==> src/sld_pkg.sv <==
// Purpose: shared constants and carrier types for the serial latch sink driver
// Assumes: one core clock at 125 MHz; pin inputs arrive asynchronously
// Notes: stage and fifo sizes and the zero reset constants live here
package sld_pkg;
  localparam int STAGES = 8;
  localparam int FIFO_DEPTH = 8;
  localparam int SYNC_LEN = 2;
  localparam logic [7:0] ZERO_BYTE = 8'h00;
  localparam logic [3:0] ZERO_CNT = 4'h0;
  localparam logic [3:0] LAST_CNT = 4'h8;
  // host pins, carried both before and after synchronisation
  typedef struct packed {
    logic shift_clock;
    logic latch_clock;
    logic clear_n;
    logic output_enable_n;
    logic shift_data_in;
  } sld_pins_type;
  // latch events pass the fifo with the byte they carry
  typedef struct packed {
    logic [7:0] data;
  } sld_word_type;
  typedef enum logic [1:0] {
    SLD_IDLE = 2'b00,
    SLD_RUN = 2'b01,
    SLD_CLEARED = 2'b11
  } sld_state_type;
endpackage

==> src/sld_driver.sv <==
// Purpose: serial-in latch driver with eight low-side sink outputs
// Assumes: host pins are asynchronous to core_clk and are synchronised here
// Notes: clock edges on the pins are detected in the core clock domain
//
// How it works
// - eight shift stages feed eight storage bits
// - shift clock rise shifts data into stage0
// - latch clock rise copies shift into storage
// - storage reaches buffer only when clear high
// - clear low zeroes shift, storage and count registers, flushes the fifo and sets state to SLD_CLEARED
// - enable high forces all sink outputs off
// - enable low: outputs follow storage bits
// - output bit one sinks, zero is off
// - cascade output exposes shift register data
`timescale 1ns/1ps
module sld_driver
  import sld_pkg::*;
(
  // clock and reset
  input wire logic core_clk,
  input wire logic rst_n,
  // host pins
  input wire logic shift_clock,
  input wire logic latch_clock,
  input wire logic clear_n,
  input wire logic output_enable_n,
  input wire logic shift_data_in,
  // outputs
  output logic cascade_out,
  output logic [7:0] sink_outputs,
  output logic latch_pending
);
  import sld_pkg::*;

  // ----------------------------------------
  // pin synchronisers
  // ----------------------------------------
  sld_pins_type raw_pins;
  sld_pins_type sync_a;
  sld_pins_type pins;
  sld_pins_type pins_d;
  assign raw_pins = '{shift_clock, latch_clock, clear_n, output_enable_n, shift_data_in};
  always_ff @(posedge core_clk) begin
    if (!rst_n) begin
      sync_a <= '0;
      pins <= '0;
      pins_d <= '0;
    end else begin
      sync_a <= raw_pins;
      pins <= sync_a;
      pins_d <= pins;
    end
  end
  wire shift_rise = pins.shift_clock && !pins_d.shift_clock;
  wire latch_rise = pins.latch_clock && !pins_d.latch_clock;
  wire clear_active = !pins.clear_n;

  // ----------------------------------------
  // shift register
  // ----------------------------------------
  logic [STAGES-1:0] shift_reg;
  logic [STAGES-1:0] next_shift;
  assign next_shift = {shift_reg[STAGES-2:0], pins.shift_data_in};
  always_ff @(posedge core_clk) begin
    if (!rst_n || clear_active) shift_reg <= ZERO_BYTE;
    else if (shift_rise) shift_reg <= next_shift;
  end
  assign cascade_out = shift_reg[STAGES-1];

  // ----------------------------------------
  // latch fifo and storage register
  // ----------------------------------------
  logic fifo_in_ready;
  logic fifo_out_valid;
  logic [7:0] fifo_out_data;
  sld_word_type word_in;
  assign word_in.data = shift_reg;
  // storage accepts one word per cycle; a stall only occurs if drained slower
  wire drain_ready = pins.clear_n;
  sld_fifo #(
    .WIDTH(STAGES),
    .DEPTH(FIFO_DEPTH)
  ) u_fifo (
    .core_clk(core_clk),
    .rst_n(rst_n),
    .flush(clear_active),
    .in_valid(latch_rise && !clear_active),
    .in_ready(fifo_in_ready),
    .in_data(word_in.data),
    .out_valid(fifo_out_valid),
    .out_ready(drain_ready),
    .out_data(fifo_out_data)
  );
  assign latch_pending = fifo_out_valid || !fifo_in_ready;

  logic [STAGES-1:0] storage_reg;
  always_ff @(posedge core_clk) begin
    if (!rst_n || clear_active) storage_reg <= ZERO_BYTE;
    else if (fifo_out_valid && drain_ready) storage_reg <= fifo_out_data;
  end

  // ----------------------------------------
  // shift count since clear
  // ----------------------------------------
  // counts shift edges up to eight; below eight the cascade tap still holds a cleared zero
  logic [3:0] shift_count;
  logic [3:0] next_count;
  wire count_full = (shift_count == LAST_CNT);
  assign next_count = count_full ? LAST_CNT : shift_count + 1'b1;
  always_ff @(posedge core_clk) begin
    if (!rst_n || clear_active) shift_count <= ZERO_CNT;
    else if (shift_rise) shift_count <= next_count;
  end

  // ----------------------------------------
  // sequencing state
  // ----------------------------------------
  // run: shift register holds bits not yet latched; idle: last latch copied it
  sld_state_type state;
  sld_state_type next_state;
  always_comb begin
    next_state = state;
    case (state)
      SLD_CLEARED: begin
        if (shift_rise) next_state = SLD_RUN;
        else if (latch_rise) next_state = SLD_IDLE;
      end
      SLD_IDLE: begin
        if (shift_rise) next_state = SLD_RUN;
      end
      SLD_RUN: begin
        if (latch_rise && !shift_rise) next_state = SLD_IDLE;
      end
      default: begin
        next_state = SLD_CLEARED;
      end
    endcase
    if (clear_active) next_state = SLD_CLEARED;
  end
  always_ff @(posedge core_clk) begin
    if (!rst_n) state <= SLD_CLEARED;
    else state <= next_state;
  end

  // ----------------------------------------
  // output buffer gating
  // ----------------------------------------
  wire pass_storage = pins.clear_n && !pins.output_enable_n;
  assign sink_outputs = pass_storage ? storage_reg : ZERO_BYTE;

  for (genvar b = 0; b < STAGES; b++) begin : g_sink_bit

  end
endmodule // sld_driver

==> src/sld_fifo.sv <==
// Purpose: small flip-flop fifo with valid/ready on both sides
// Assumes: single clock, synchronous active-low reset
// Notes: honest full and empty; flush empties it in one cycle
`timescale 1ns/1ps
module sld_fifo #(
  parameter int WIDTH = 8,
  parameter int DEPTH = 8
) (
  // clock and reset
  input wire logic core_clk,
  input wire logic rst_n,
  input wire logic flush,
  // fill side
  input wire logic in_valid,
  output logic in_ready,
  input wire logic [WIDTH-1:0] in_data,
  // drain side
  output logic out_valid,
  input wire logic out_ready,
  output logic [WIDTH-1:0] out_data
);
  localparam int AW = $clog2(DEPTH);
  logic [WIDTH-1:0] mem [DEPTH];
  logic [AW-1:0] wr_ptr;
  logic [AW-1:0] rd_ptr;
  logic [AW:0] count;
  wire push = in_valid && in_ready;
  wire pop = out_valid && out_ready;
  assign in_ready = (count != (AW+1)'(DEPTH));
  assign out_valid = (count != '0);
  assign out_data = mem[rd_ptr];
  always_ff @(posedge core_clk) begin
    if (!rst_n || flush) begin
      wr_ptr <= '0;
      rd_ptr <= '0;
      count <= '0;
    end else begin
      if (push) wr_ptr <= (32'(wr_ptr) == DEPTH - 1) ? '0 : wr_ptr + 1'b1;
      if (pop) rd_ptr <= (32'(rd_ptr) == DEPTH - 1) ? '0 : rd_ptr + 1'b1;
      count <= count + (AW+1)'(push) - (AW+1)'(pop);
    end
  end
  always_ff @(posedge core_clk) begin
    if (push) mem[wr_ptr] <= in_data;
  end
endmodule // sld_fifo

==> config.mk <==
export PLATFORM = sky130hd
export DESIGN_NAME = sld_driver
export DESIGN_NICKNAME = d
export VERILOG_FILES = /design/src/sld_pkg.sv /design/src/sld_driver.sv /design/src/sld_fifo.sv
export SDC_FILE = /design/constraint.sdc
export NUM_CORES = 1
export LEC_CHECK = 0
export BUFFER_PORTS_ARGS = -buffer_cell sky130_fd_sc_hd__buf_2
export CORE_MARGIN = 2
export CORE_UTILIZATION = 31
export DETAILED_ROUTE_END_ITERATION = 7
export GPL_ROUTABILITY_DRIVEN = 0
export GPL_TIMING_DRIVEN = 0
export MAX_ROUTING_LAYER = met4
export PLACE_DENSITY = 0.52
export SLEW_MARGIN = 10
export SYNTH_ARGS = -nofsm -noshare
export SYNTH_HDL_FRONTEND = slang
export SYNTH_SLANG_ARGS = --single-unit
export TNS_END_PERCENT = 50
==> constraint.sdc <==
create_clock -name core_clk -period 3.3 [get_ports core_clk]
set_clock_uncertainty 0.05 [all_clocks]
set_input_delay 0.66 -clock core_clk [delete_from_list [all_inputs] [get_ports core_clk]]
set_output_delay 0.66 -clock core_clk [all_outputs]
set_load 0.01 [all_outputs]
Word-level counts from Yosys, hierarchy flattened. Memory sizes are Yosys's and may differ from the RTL's. A register that Yosys moved wholly into a read port is not among the register bits. Cells that the tools add are included.

Register bits: 30. RAM bits: 64. Bits of input ports: 7. Output and inout bits: 10. Memories kept: 1.

Memory list: u_fifo.mem (words 8, width 8, rd ports 1, clocked after memory_dff 1, wr ports 1, line sld_fifo.sv:23) `logic [WIDTH-1:0] mem [DEPTH];`.

Add/sub/neg operators: 4. Eq/ne operators: 3. Muxes and demuxes: 5. Reductions and logical operators: 15.

Operators by type and width (number): $mux W8 (1); $add A3 B1 Y3 const B (2); $eq A3 B3 Y1 const B (2); $logic_and A1 B1 Y1 (6); $logic_not A1 Y1 (6); $mux W3 (2); $add A4 B1 Y4 (1); $ne A4 B4 Y1 const B (1); $reduce_bool A4 Y1 (1); $sub A4 B1 Y4 (1); $logic_or A1 B1 Y1 (2); $mux W1 (2).

Logic depth before layout (Yosys ltp). Gate-level depths: netlist (run 1).

Depth in word-level cells: 6. Mapped depth: 11. Gate-level depth less buffers: 11.

By module. A second synthesis (run 1) with hierarchy kept.

Cells, all modules: 271. Area total of the unflattened synthesis: 4146.5 µm².

Modules (own cells, without submodules): sld_fifo (times used 1, cells each 171, area an instance 3178.0 µm², sequential area each 2182.1 µm²); sld_driver (times used 1, cells each 100, area an instance 968.4 µm², sequential area each 560.5 µm²).

Worst setup path after synthesis (run 1). No wires, ideal clock.

Path kind: reg-to-reg. From: register u_fifo.count[2]. To: register u_fifo.count[1]. Setup time: 115 ps. Data arrival time: 2091 ps. Slack: 1044 ps. Cell stages (with the launch flop): 10. Path buffers: 0. Clock period less this slack: 2256 ps. Path through: dfxtp_1 > inv_1 > ha_1 > nor3b_1 > nor2b_1 > ha_1 > inv_1 > ha_1 > fa_1 > and3_1.

RTL lines: from (decl) (line sld_fifo.sv:26) `logic [AW:0] count;`; from (signal assigned) (line sld_fifo.sv:40) `count <= count + (AW+1)'(push) - (AW+1)'(pop);`; $reduce_bool A4 Y1 (line sld_fifo.sv:30) `assign out_valid = (count != '0);`; $logic_and A1 B1 Y1 (line sld_fifo.sv:28) `wire pop = out_valid && out_ready;`; named net u_fifo.pop (line sld_fifo.sv:28); $sub A4 B1 Y4 (line sld_fifo.sv:40).

The timed path passes the listed nets, and every way through them passes these cells. A chain may end at the register's enable or synchronous reset.

Worst setup path after layout (run 1). Ends and elaborated chain as after synthesis.

==> impl_results.md, run 1 <==
* Library cells used by synthesis at 27
* Post-Layout Cell Count at 504
* Initial DRC Count at 123
* Status: finished clean
* FF+latch area at 2680 um^2
* Max FFs per register at 64
* Global-route wire length before repair at 12400 um
* Clock buffer depth at 2
* Die height at 118 um
* Part of the cycle the worst path needs at 0.768
* Min Hold Slack at 381 ps
* Final setup vio count at 0
* Mean area per synthesized cell at 13.4 um^2
* Die area at 13900 um^2
* Slew Limit Fails at 0
* Final Hold Vio Count at 0
* I/O pin count at 17
* Critical path class: register to register
* Post-synthesis cell count at 300
* Combinational Power Share at 0.008
* Antenna violations before repair at 0
* PD cells at 519 nW/um^2
* Register area share after synthesis at 0.668
* Synth Warn # at 0
* CP max FO at 5
* Util after Layout at 0.366
* Worst hold path type: register to register
* Via density at 4.48
* WP data arrival at 2720 ps
* # port buffers at 16
* Placed Cells incl. Taps at 488
* Slew @ Worst Pin at 1130 ps
* Root Driver: clkbuf_16
* DP HPWL at 5330 um
* Chip width at 118 um
* Post-route ant nets at 0
* Design area at 4620 um^2
* Max_cap viols at 0
* Sw frac at 0.191
* Share of cells above drive strength 1 at 0.133
* Clock share of power at 0.430
* Worst slack, placed at 590 ps
* Synth Net Count at 318
* CTS tree: yes
* Hold-fix buffers, CTS at 0
* Nets at 345
* Seq cells post-synth at 102
* Fillers at 1279
* CP Launch Type: register
* Grt peak-use layer: met2
* M1 GR Usage at 0.155
* Mapped Area at 4020 um^2
* CTS H-tree lvls at 3
* Routing usage on met3 at 0.0305
* Clock input transition at the sequential cells of the worst setup and hold paths at 60 ps
* Met2 usage at 0.182
* Vias in the first global route at 2281
* Max frequency at 395 MHz
* Reg power frac at 0.562
* Antenna Cells at 0
* RSZ-0062 raised after global routing: false
* Placed cell area at 4310 um^2
* Rows at 41
* Internal power at 1.94 mW
* Net load switching power at 0.458 mW
* Setup_tns at 0 ps
* CP endpoint kind: register
* Fin crit period at 2530 ps
* First-pass iteration count of the detailed router at 4
* Num CTS Buffers at 9
* Clk Latency, worst-skew pair at 340 ps
* Peak VDD IR at 0.000258 V
* GRT Resource Usage Total at 0.122
* Total power at 2.40 mW
* Crit path required time at 3490 ps
* Overflow after GRT at 0
* Area grow syn2layout at 14.9%
* Vias at 2259
* Post-CTS setup buffers at 0
* CTS sink count at 102
* Worst setup margin at 766 ps
* Initial Util at 0.318
* Placeable Area at 12600 um^2
* R2R Setup Slk at 770 ps
* DR DRC count at 0
* LEAKAGE at 1.57 nW
* Routed wire length at 7580 um
* CTS resizes at 0
* Area occupied by multi-input gates at 1250 um^2
* Pin count of the biggest net entering global routing at 17
* Normalized max-slew margin at 0.240
* Avg WL per Cell at 15.0 um
==> final cells by class <==
type / count / area share
Sequential cell: 102 / 0.581
Multi-Input combinational cell: 177 / 0.270
Clock buffer: 10 / 0.0496
Tap cell: 172 / 0.0466
Timing Repair Buffer: 16 / 0.0173
Buffer: 14 / 0.0165
Clock inverter: 6 / 0.0130
Inverter: 7 / 0.00569
==> power by group through the flow <==
stage          combinational [mW]  clock [mW]  sequential (mW)
2_1_floorplan              0.0120           0             1.38
3_3_place_gp               0.0196           0             1.38
3_5_place_dp               0.0200           0             1.38
4_1_cts                    0.0201        1.05             1.35
5_1_grt                    0.0225        1.10             1.35
6_report                   0.0194        1.03             1.35
==> cells in the final DEF (no fill, tap or decap) <==
cell	synthesis	final
a211oi_4	1	1
a21o_1	1	1
a21oi_1	20	20
a22oi_1	16	16
and2_1	21	21
and3_1	2	2
buf_1	1	1
buf_2	1	17
buf_4	2	2
buf_6	2	2
bufinv_16	0	1
clkbuf_1	8	9
clkbuf_16	0	9
clkinv_1	0	1
clkinv_2	0	2
clkinvlp_4	0	1
dfxtp_1	38	38
edfxtp_1	64	64
fa_1	1	1
ha_1	10	10
inv_1	7	7
inv_6	0	1
mux2i_1	35	35
nand2_1	21	21
nand2_2	2	2
nand2b_1	2	2
nand2b_2	1	1
nor2_1	20	20
nor2b_1	5	5
nor3_1	12	11
nor3_2	0	1
nor3b_1	3	1
nor3b_2	2	4
xnor2_1	2	2
==> synthesized netlist by cell type <==
master / number / area (um^2)
a211oi_4: 1 / 20.0
buf_2: 1 / 5.00
dfxtp_1: 38 / 761
nor3b_1: 3 / 22.5
and3_1: 2 / 12.5
buf_4: 2 / 15.0
a21o_1: 1 / 7.51
nand2_1: 21 / 78.8
buf_1: 1 / 3.75
and2_1: 21 / 131
nor2b_1: 5 / 31.3
mux2i_1: 35 / 350
inv_1: 7 / 26.3
buf_6: 2 / 22.5
nor2_1: 20 / 75.1
nand2b_1: 2 / 12.5
a21oi_1: 20 / 100
xnor2_1: 2 / 17.5
nand2_2: 2 / 12.5
nor3_1: 12 / 60.1
nor3b_2: 2 / 25.0
nand2b_2: 1 / 8.76
a22oi_1: 16 / 120
clkbuf_1: 8 / 30.0
fa_1: 1 / 20.0
edfxtp_1: 64 / 1920
ha_1: 10 / 125
==> kinds of logic after synthesis <==
| logic type | synth area share |
|---|---|
| compound gates | 0.0617 |
| xor+xnor | 0.00436 |
| fa+ha+maj | 0.0361 |
| buf+inv | 0.0255 |
| flops | 0.668 |
| mux | 0.0872 |
| simple gates | 0.117 |
==> critical path, cell delays in order (launching register included) <==
cell and delay, ps:
dfxtp_1 300, inv_1 90, ha_1 170, nor3b_1 490, nor2b_1 150, ha_1 320, inv_1 40, ha_1 220
fa_1 430, and3_1 180
==> worst paths after layout <==
path / start / end / cells past startpoint
max: u_fifo.count[2] / u_fifo.count[1] / 9
min: sync_a[4] / pins[4] / 1
max reg2reg: u_fifo.count[2] / u_fifo.count[1] / 9
min reg2reg: sync_a[4] / pins[4] / 1
==> metal layers <==
layer  vias to the layer above  part of all wire
li1                       1130                 -
met1                      1078              0.48
met2                        43              0.47
met3                         8             0.030
met4                         0             0.019
met5                         -                 0
Note: power is estimated with default switching activity, not from simulation.
==> inputs of run 2 (changes only) <==
ABC_AREA = 1   (was default)
clock period = 2.63 ns   (was 3.3 ns; I/O delays follow)
==> run 2 against run 1 <==
Compared with the run above: die area rose by 8.8%; sequential share of layout area fell by 4.5 points; critical path depth rose by 2; sequential power rose by 25%; clock-buffer cell count did not move; wire length rose by 24%; clock power rose by 18%; final cell count rose by 35%; register-to-register slack got worse by 350 ps; non-clock buffer count rose by 5; setup slack got worse by 350 ps; via count rose by 29%; largest cell class unchanged.
==> impl_results.md, run 2 <==
* Area grow syn2layout at 14.1%
* Share of cells above drive strength 1 at 0.138 (+0.00519)
* R2R Setup Slk at 420 ps (-350 ps)
* Routed wire length at 9380 um (+24%)
* Slew @ Worst Pin at 1100 ps (-35.0 ps)
* Grt peak-use layer: met2
* Top-count cell post-synth: inv_1
* Root Driver: clkbuf_16
* Met2 usage at 0.225 (+0.0427)
* Util after Layout at 0.362 (-0.00425)
* CTS resizes at 0 (unchanged)
* DP HPWL at 6270 um (+18%)
* CP Launch Type: register
* Nets at 514 (+49%)
* M1 GR Usage at 0.176 (+0.0209)
* Post-CTS setup buffers at 0 (unchanged)
* Critical Path Source: u_fifo.count[2]
* Final Hold Vio Count at 0 (unchanged)
* Seq cells post-synth at 102 (unchanged)
* Most frequent cells in the layout: 102 x inv_1, 95 x nand2_1, 64 x edfxtp_1, 51 x nand3_1, 38 x dfxtp_1
* Global-route wire length before repair at 15000 um (+21%)
* RSZ-0062 raised after global routing: false
* Top cells by area, synth: edfxtp_1 44%, dfxtp_1 17%, inv_1 8.7%
* WP data arrival at 2400 ps (-320 ps)
* Placeable Area at 13800 um^2 (+9.6%)
* Peak VDD IR at 0.000353 V (+37%)
* Commonest non-fill, non-tap cell in the layout: inv_1
* RR Startpoint: u_fifo.count[2]
* Hold_sp: output_enable_n
* Rows at 43 (+4.9%)
* Top cell type by total area after synthesis: edfxtp_1
* Overflow after GRT at 0 (unchanged)
* Via density at 4.30 (-4.2%)
* CTS H-tree lvls at 3 (unchanged)
* CP endpoint kind: register
* CTS sink count at 102 (unchanged)
* Post-route ant nets at 0 (unchanged)
* Worst hold path endpoint: sync_a[1]
* CTS tree: yes
* Normalized max-slew margin at 0.264 (+0.0235)
* Num CTS Buffers at 9 (unchanged)
* Vias in the first global route at 2801 (+23%)
* Chip width at 123 um (+4.3%)
* Pin count of the biggest net entering global routing at 17 (unchanged)
* Die height at 123 um (+4.3%)
* EDFF count, synth at 64 (unchanged)
* # port buffers at 16 (unchanged)
* Max frequency at 453 MHz (+15%)
* Die area at 15100 um^2 (+8.8%)
* Critical path class: register to register
* Hold-fix buffers, CTS at 0 (unchanged)
* Initial Util at 0.317 (-0.00137)
* Initial DRC Count at 233 (+89%)
* Library cells used by synthesis at 26 (-3.7%)
* I/O pin count at 17 (unchanged)
* Routing usage on met3 at 0.0268 (-0.00377)
* Reg2reg path depth at 11 (+2)
* Antenna Cells at 0 (unchanged)
* Setup_tns at 0 ps (unchanged)
* Mean area per synthesized cell at 9.38 um^2 (-30%)
* LEAKAGE at 2.30 nW (+46%)
* Mapped Area at 4380 um^2 (+9.1%)
* Antenna violations before repair at 0 (unchanged)
* RR Endpoint: u_fifo.count[2]
* Avg WL per Cell at 13.8 um (-8.5%)
* Main synth FF type: edfxtp_1
* Max_cap viols at 0 (unchanged)
* Crit path required time at 2820 ps (-670 ps)
* GRT Resource Usage Total at 0.140 (+0.0187)
* Max FFs per register at 64 (unchanged)
* WHS Path Cells at 3 (+2)
* Part of the cycle the worst path needs at 0.840 (+0.0721)
* Slew Limit Fails at 0 (unchanged)
* Clock buffer depth at 2 (unchanged)
* Final setup vio count at 0 (unchanged)
* CP max FO at 9 (+4)
* Clk Latency, worst-skew pair at 350 ps (about the same)
* Post-synthesis cell count at 467 (+56%)
* Worst hold path type: input pin to register
* DR DRC count at 0 (unchanged)
* Vias at 2925 (+29%)
* Yosys top cell area share at 0.439 (-0.0399)
* PD cells at 589 nW/um^2 (+13%)
* Fin crit period at 2210 ps (-325 ps)
* First-pass iteration count of the detailed router at 4 (unchanged)
* Clock input transition at the sequential cells of the worst setup and hold paths at 70 ps (about the same)
* Synth Net Count at 485 (+53%)
* Status: finished clean
* Register area share after synthesis at 0.612 (-0.0557)
* Synth async-reset ratio at 0 (unchanged)
* Synth top cells by count: 102 x inv_1, 95 x nand2_1, 64 x edfxtp_1, 51 x nand3_1, 38 x dfxtp_1
* Synth Warn # at 0 (unchanged)
## run 2: cell count changes in the layout (fill, tap and decap cells not counted), sizes merged, moves of 5 or more
cell / previous run / this run
nor2b: 5 / 0
mux2i: 35 / 0
clkbuf: 18 / 11
a22oi: 16 / 0
nor2: 20 / 36
and2: 21 / 0
nand3: 0 / 51
a21oi: 20 / 13
inv: 8 / 106
o21ai: 0 / 21
nand2: 23 / 98
buf: 22 / 34
## run 2: worst max path at each step
stage,end,depth (start not counted)
floorplan,u_fifo.count[2],11
global placement,u_fifo.mem[7][7],6
detailed placement,u_fifo.count[2],11
CTS,u_fifo.count[2],11
global route,u_fifo.count[2],11
finish,u_fifo.count[2],11
## run 2: layer usage
layer,vias up,share of wire
met3,9,0.047
met5,-,0
li1,1513,-
met2,67,0.48
met4,0,0.014
met1,1336,0.46
## run 2: kinds of logic after synthesis
group,synth area share
AND/OR/NAND/NOR,0.189
buffers and inverters,0.121
flip-flops,0.612
AO/OA/AOI/OAI,0.0431
adder cells (fa/ha/maj),0.0331
XOR/XNOR,0.00200
## run 2: critical path: stages, from the launching register on
cell and delay, ps:
dfxtp_1 300, inv_1 90, ha_1 200, nand2_2 120, nand2_1 170, inv_2 60, ha_1 270, inv_1 40
ha_1 220, fa_1 390, xnor2_1 160, nor2_1 50
## run 2: metrics by stage
stage	cells	cell area (um^2)	setup slack, ps	power (mW)	hold slack [ps]
finish	681	5000	421	2.94	306
global route	681	5000	227	3.04	314
CTS	681	5000	377	2.97	300
detailed placement	665	4730	402	1.76	347
global placement	663	4690	124	1.76	346
floorplan	467	4380	613	1.75	340
## run 2: report_power, final
| group | total [mW] | internal [mW] | switching, mW |
|---|---|---|---|
| sequential | 1.69 | 1.69 | 0.00507 |
| combinational | 0.0293 | 0.0107 | 0.0186 |
| clock | 1.22 | 0.638 | 0.581 |
## run 2: final cells by class
cell class	instances	area (um^2)
buffer	17	124
clock buffer	10	229
fill	1383	8830
sequential	102	2680
multi-input combinational	241	1200
inverter	107	405
tap	180	225
clock inverter	6	37.5
timing repair buffer	18	95.1
==> inputs of run 3 (changes only) <==
clock period = 2.1 ns   (was 2.63 ns; I/O delays follow)
==> run 3 against run 2 <==
Compared with the run above: maximum frequency increased by 8.4%; wire length rose by 1.2%; power rose by 26%; largest power group unchanged.
==> impl_results.md, run 3 (synthesized netlist as in run 2, its figures left out) <==
* CP endpoint kind: register
* Initial DRC Count at 208 (-11%)
* Clock input transition at the sequential cells of the worst setup and hold paths at 70 ps (about the same)
* Critical path class: register to register
* Crit path largest cell delay at 390 ps (about the same)
* Slew Limit Fails at 0 (unchanged)
* Share of cells above drive strength 1 at 0.153 (+0.0157)
* Clock buffer depth at 2 (unchanged)
* Die area at 15100 um^2 (unchanged)
* CTS tree: yes
* Final Hold Vio Count at 0 (unchanged)
* Clk Latency, worst-skew pair at 350 ps (about the same)
* Max_cap viols at 0 (unchanged)
* DP HPWL at 6270 um (unchanged)
* Die height at 123 um (unchanged)
* Antenna violations before repair at 0 (unchanged)
* Fin crit period at 2040 ps (-171 ps)
* Chip width at 123 um (unchanged)
* Commonest non-fill, non-tap cell in the layout: inv_1
* Sw frac at 0.207 (+0.00155)
* Worst setup margin at 61.8 ps (-359 ps)
* Global-route wire length before repair at 15100 um (+0.74%)
* Peak VDD IR at 0.000446 V (+26%)
* GRT Resource Usage Total at 0.141 (+0.000813)
* Area grow syn2layout at 15.7%
* CP max FO at 9 (unchanged)
* Most frequent cells in the layout: 100 x inv_1, 94 x nand2_1, 64 x edfxtp_1, 51 x nand3_1, 37 x dfxtp_1
* LEAKAGE at 2.32 nW (+0.92%)
* Combinational Power Share at 0.010 (about the same)
* Setup_tns at 0 ps (unchanged)
* Internal power at 2.93 mW (+25%)
* Slew @ Worst Pin at 795 ps (-301 ps)
* Vias in the first global route at 2821 (+0.71%)
* Post-Layout Cell Count at 682 (+0.15%)
* Fillers at 1377 (-0.43%)
* Met2 usage at 0.227 (+0.00173)
* DR DRC count at 0 (unchanged)
* Worst hold path type: input pin to register
* Normalized max-slew margin at 0.467 (+0.203)
* Net load switching power at 0.765 mW (+26%)
* Worst slack, placed at -128 ps (-530 ps)
* Via density at 4.27 (-0.52%)
* Antenna Cells at 0 (unchanged)
* Nets at 515 (+0.19%)
* Initial Util at 0.317 (unchanged)
* Clock share of power at 0.415 (about the same)
* I/O pin count at 17 (unchanged)
* Avg WL per Cell at 13.9 um (+1.1%)
* Overflow after GRT at 0 (unchanged)
* PD cells at 729 nW/um^2 (+24%)
* Reg power frac at 0.575 (about the same)
* Rows at 43 (unchanged)
* Critical path, cell by cell: inv_2, ha_4, nand2_8, nand2_4, inv_2, ha_1, inv_1, ha_1, fa_1, xnor2_1, nor2_1
* Grt peak-use layer: met2
* WP data arrival at 2230 ps (-170 ps)
* Post-route ant nets at 0 (unchanged)
* Final setup vio count at 0 (unchanged)
* Status: finished clean
* Routing usage on met3 at 0.0268 (unchanged)
* Routed wire length at 9490 um (+1.2%)
* Crit path required time at 2290 ps (-530 ps)
* CP Launch Type: register
* CP bufs+invs at 3 (unchanged)
* RSZ-0062 raised after global routing: true
* Part of the cycle the worst path needs at 0.971 (+0.131)
* # port buffers at 16 (unchanged)
* Util after Layout at 0.367 (+0.00507)
* Placed Cells incl. Taps at 665 (unchanged)
* CTS sink count at 102 (unchanged)
* Max FFs per register at 64 (unchanged)
* Max frequency at 491 MHz (+8.4%)
* First-pass iteration count of the detailed router at 5 (+1)
* M1 GR Usage at 0.177 (+0.000887)
* Pin count of the biggest net entering global routing at 17 (unchanged)
* Placeable Area at 13800 um^2 (unchanged)
* Vias at 2914 (-0.38%)
* CP max stage cell: fa_1
* Crit path max-delay family: adder cells
* Num CTS Buffers at 9 (unchanged)
* CTS H-tree lvls at 3 (unchanged)
* Root Driver: clkbuf_16
run 3: cell count changes in the layout (fill, tap and decap cells not counted), moves of 2 or more:
cell,before,now
inv_1,102,100
inv_2,2,4
nor3_1,2,0
nor3_4,0,2
run 3: final timing paths:
check / startpoint / endpoint / slack (ps) / cells past startpoint
max: u_fifo.count[3] / u_fifo.count[2] / 60 / 11
max reg2reg: u_fifo.count[3] / u_fifo.count[2] / 60 / 11
min: output_enable_n / sync_a[1] / 200 / 3
min reg2reg: sync_a[2] / drain_ready / 360 / 2
run 3: cell type report:
| cell class | count | area [um^2] | area share |
|---|---|---|---|
| Clock inverter | 6 | 37.5 | 0.00741 |
| Sequential cell | 102 | 2680 | 0.529 |
| Clock buffer | 10 | 229 | 0.0452 |
| Tap cell | 180 | 225 | 0.0444 |
| Multi-Input combinational cell | 241 | 1260 | 0.249 |
| Timing Repair Buffer | 19 | 103 | 0.0202 |
| Buffer | 17 | 124 | 0.0244 |
| Inverter | 107 | 405 | 0.0800 |
run 3: what timing repair did:
item                                    4_1_cts  5_1_grt
endpoints found under the hold margin         0        0
hold buffers                                  0        0
pin swaps                                     1        2
cloned                                        0        0
endpoints found under the setup margin       19       24
resized for setup                             8        7
setup buffers                                 0        1
run 3: routing by layer:
layer | up-vias | routed length [um]
met1 | 1331 | 4320
met5 | - | 0
li1 | 1518 | -
met3 | 9 | 524
met4 | 0 | 129
met2 | 56 | 4520
run 3: per-stage QoR:
step                hold WS, ps  total power [mW]  instance area [um^2]
floorplan                   340              2.19                  4380
global placement            346              2.20                  4690
detailed placement          347              2.21                  4730
CTS                         194              3.72                  5030
global route                208              3.80                  5070
finish                      200              3.69                  5070
run 3: power by group through the flow:
stage          Clock, mW  Sequential [mW]  Combinational (mW)
2_1_floorplan          0             2.16              0.0241
3_3_place_gp           0             2.17              0.0364
3_5_place_dp           0             2.17              0.0376
4_1_cts             1.56             2.12              0.0377
5_1_grt             1.64             2.12              0.0435
6_report            1.53             2.12              0.0373
run 3: worst min-delay path, stage by stage:
cell	delay [ps]
buf_2	70
nand2_1	40
inv_1	40
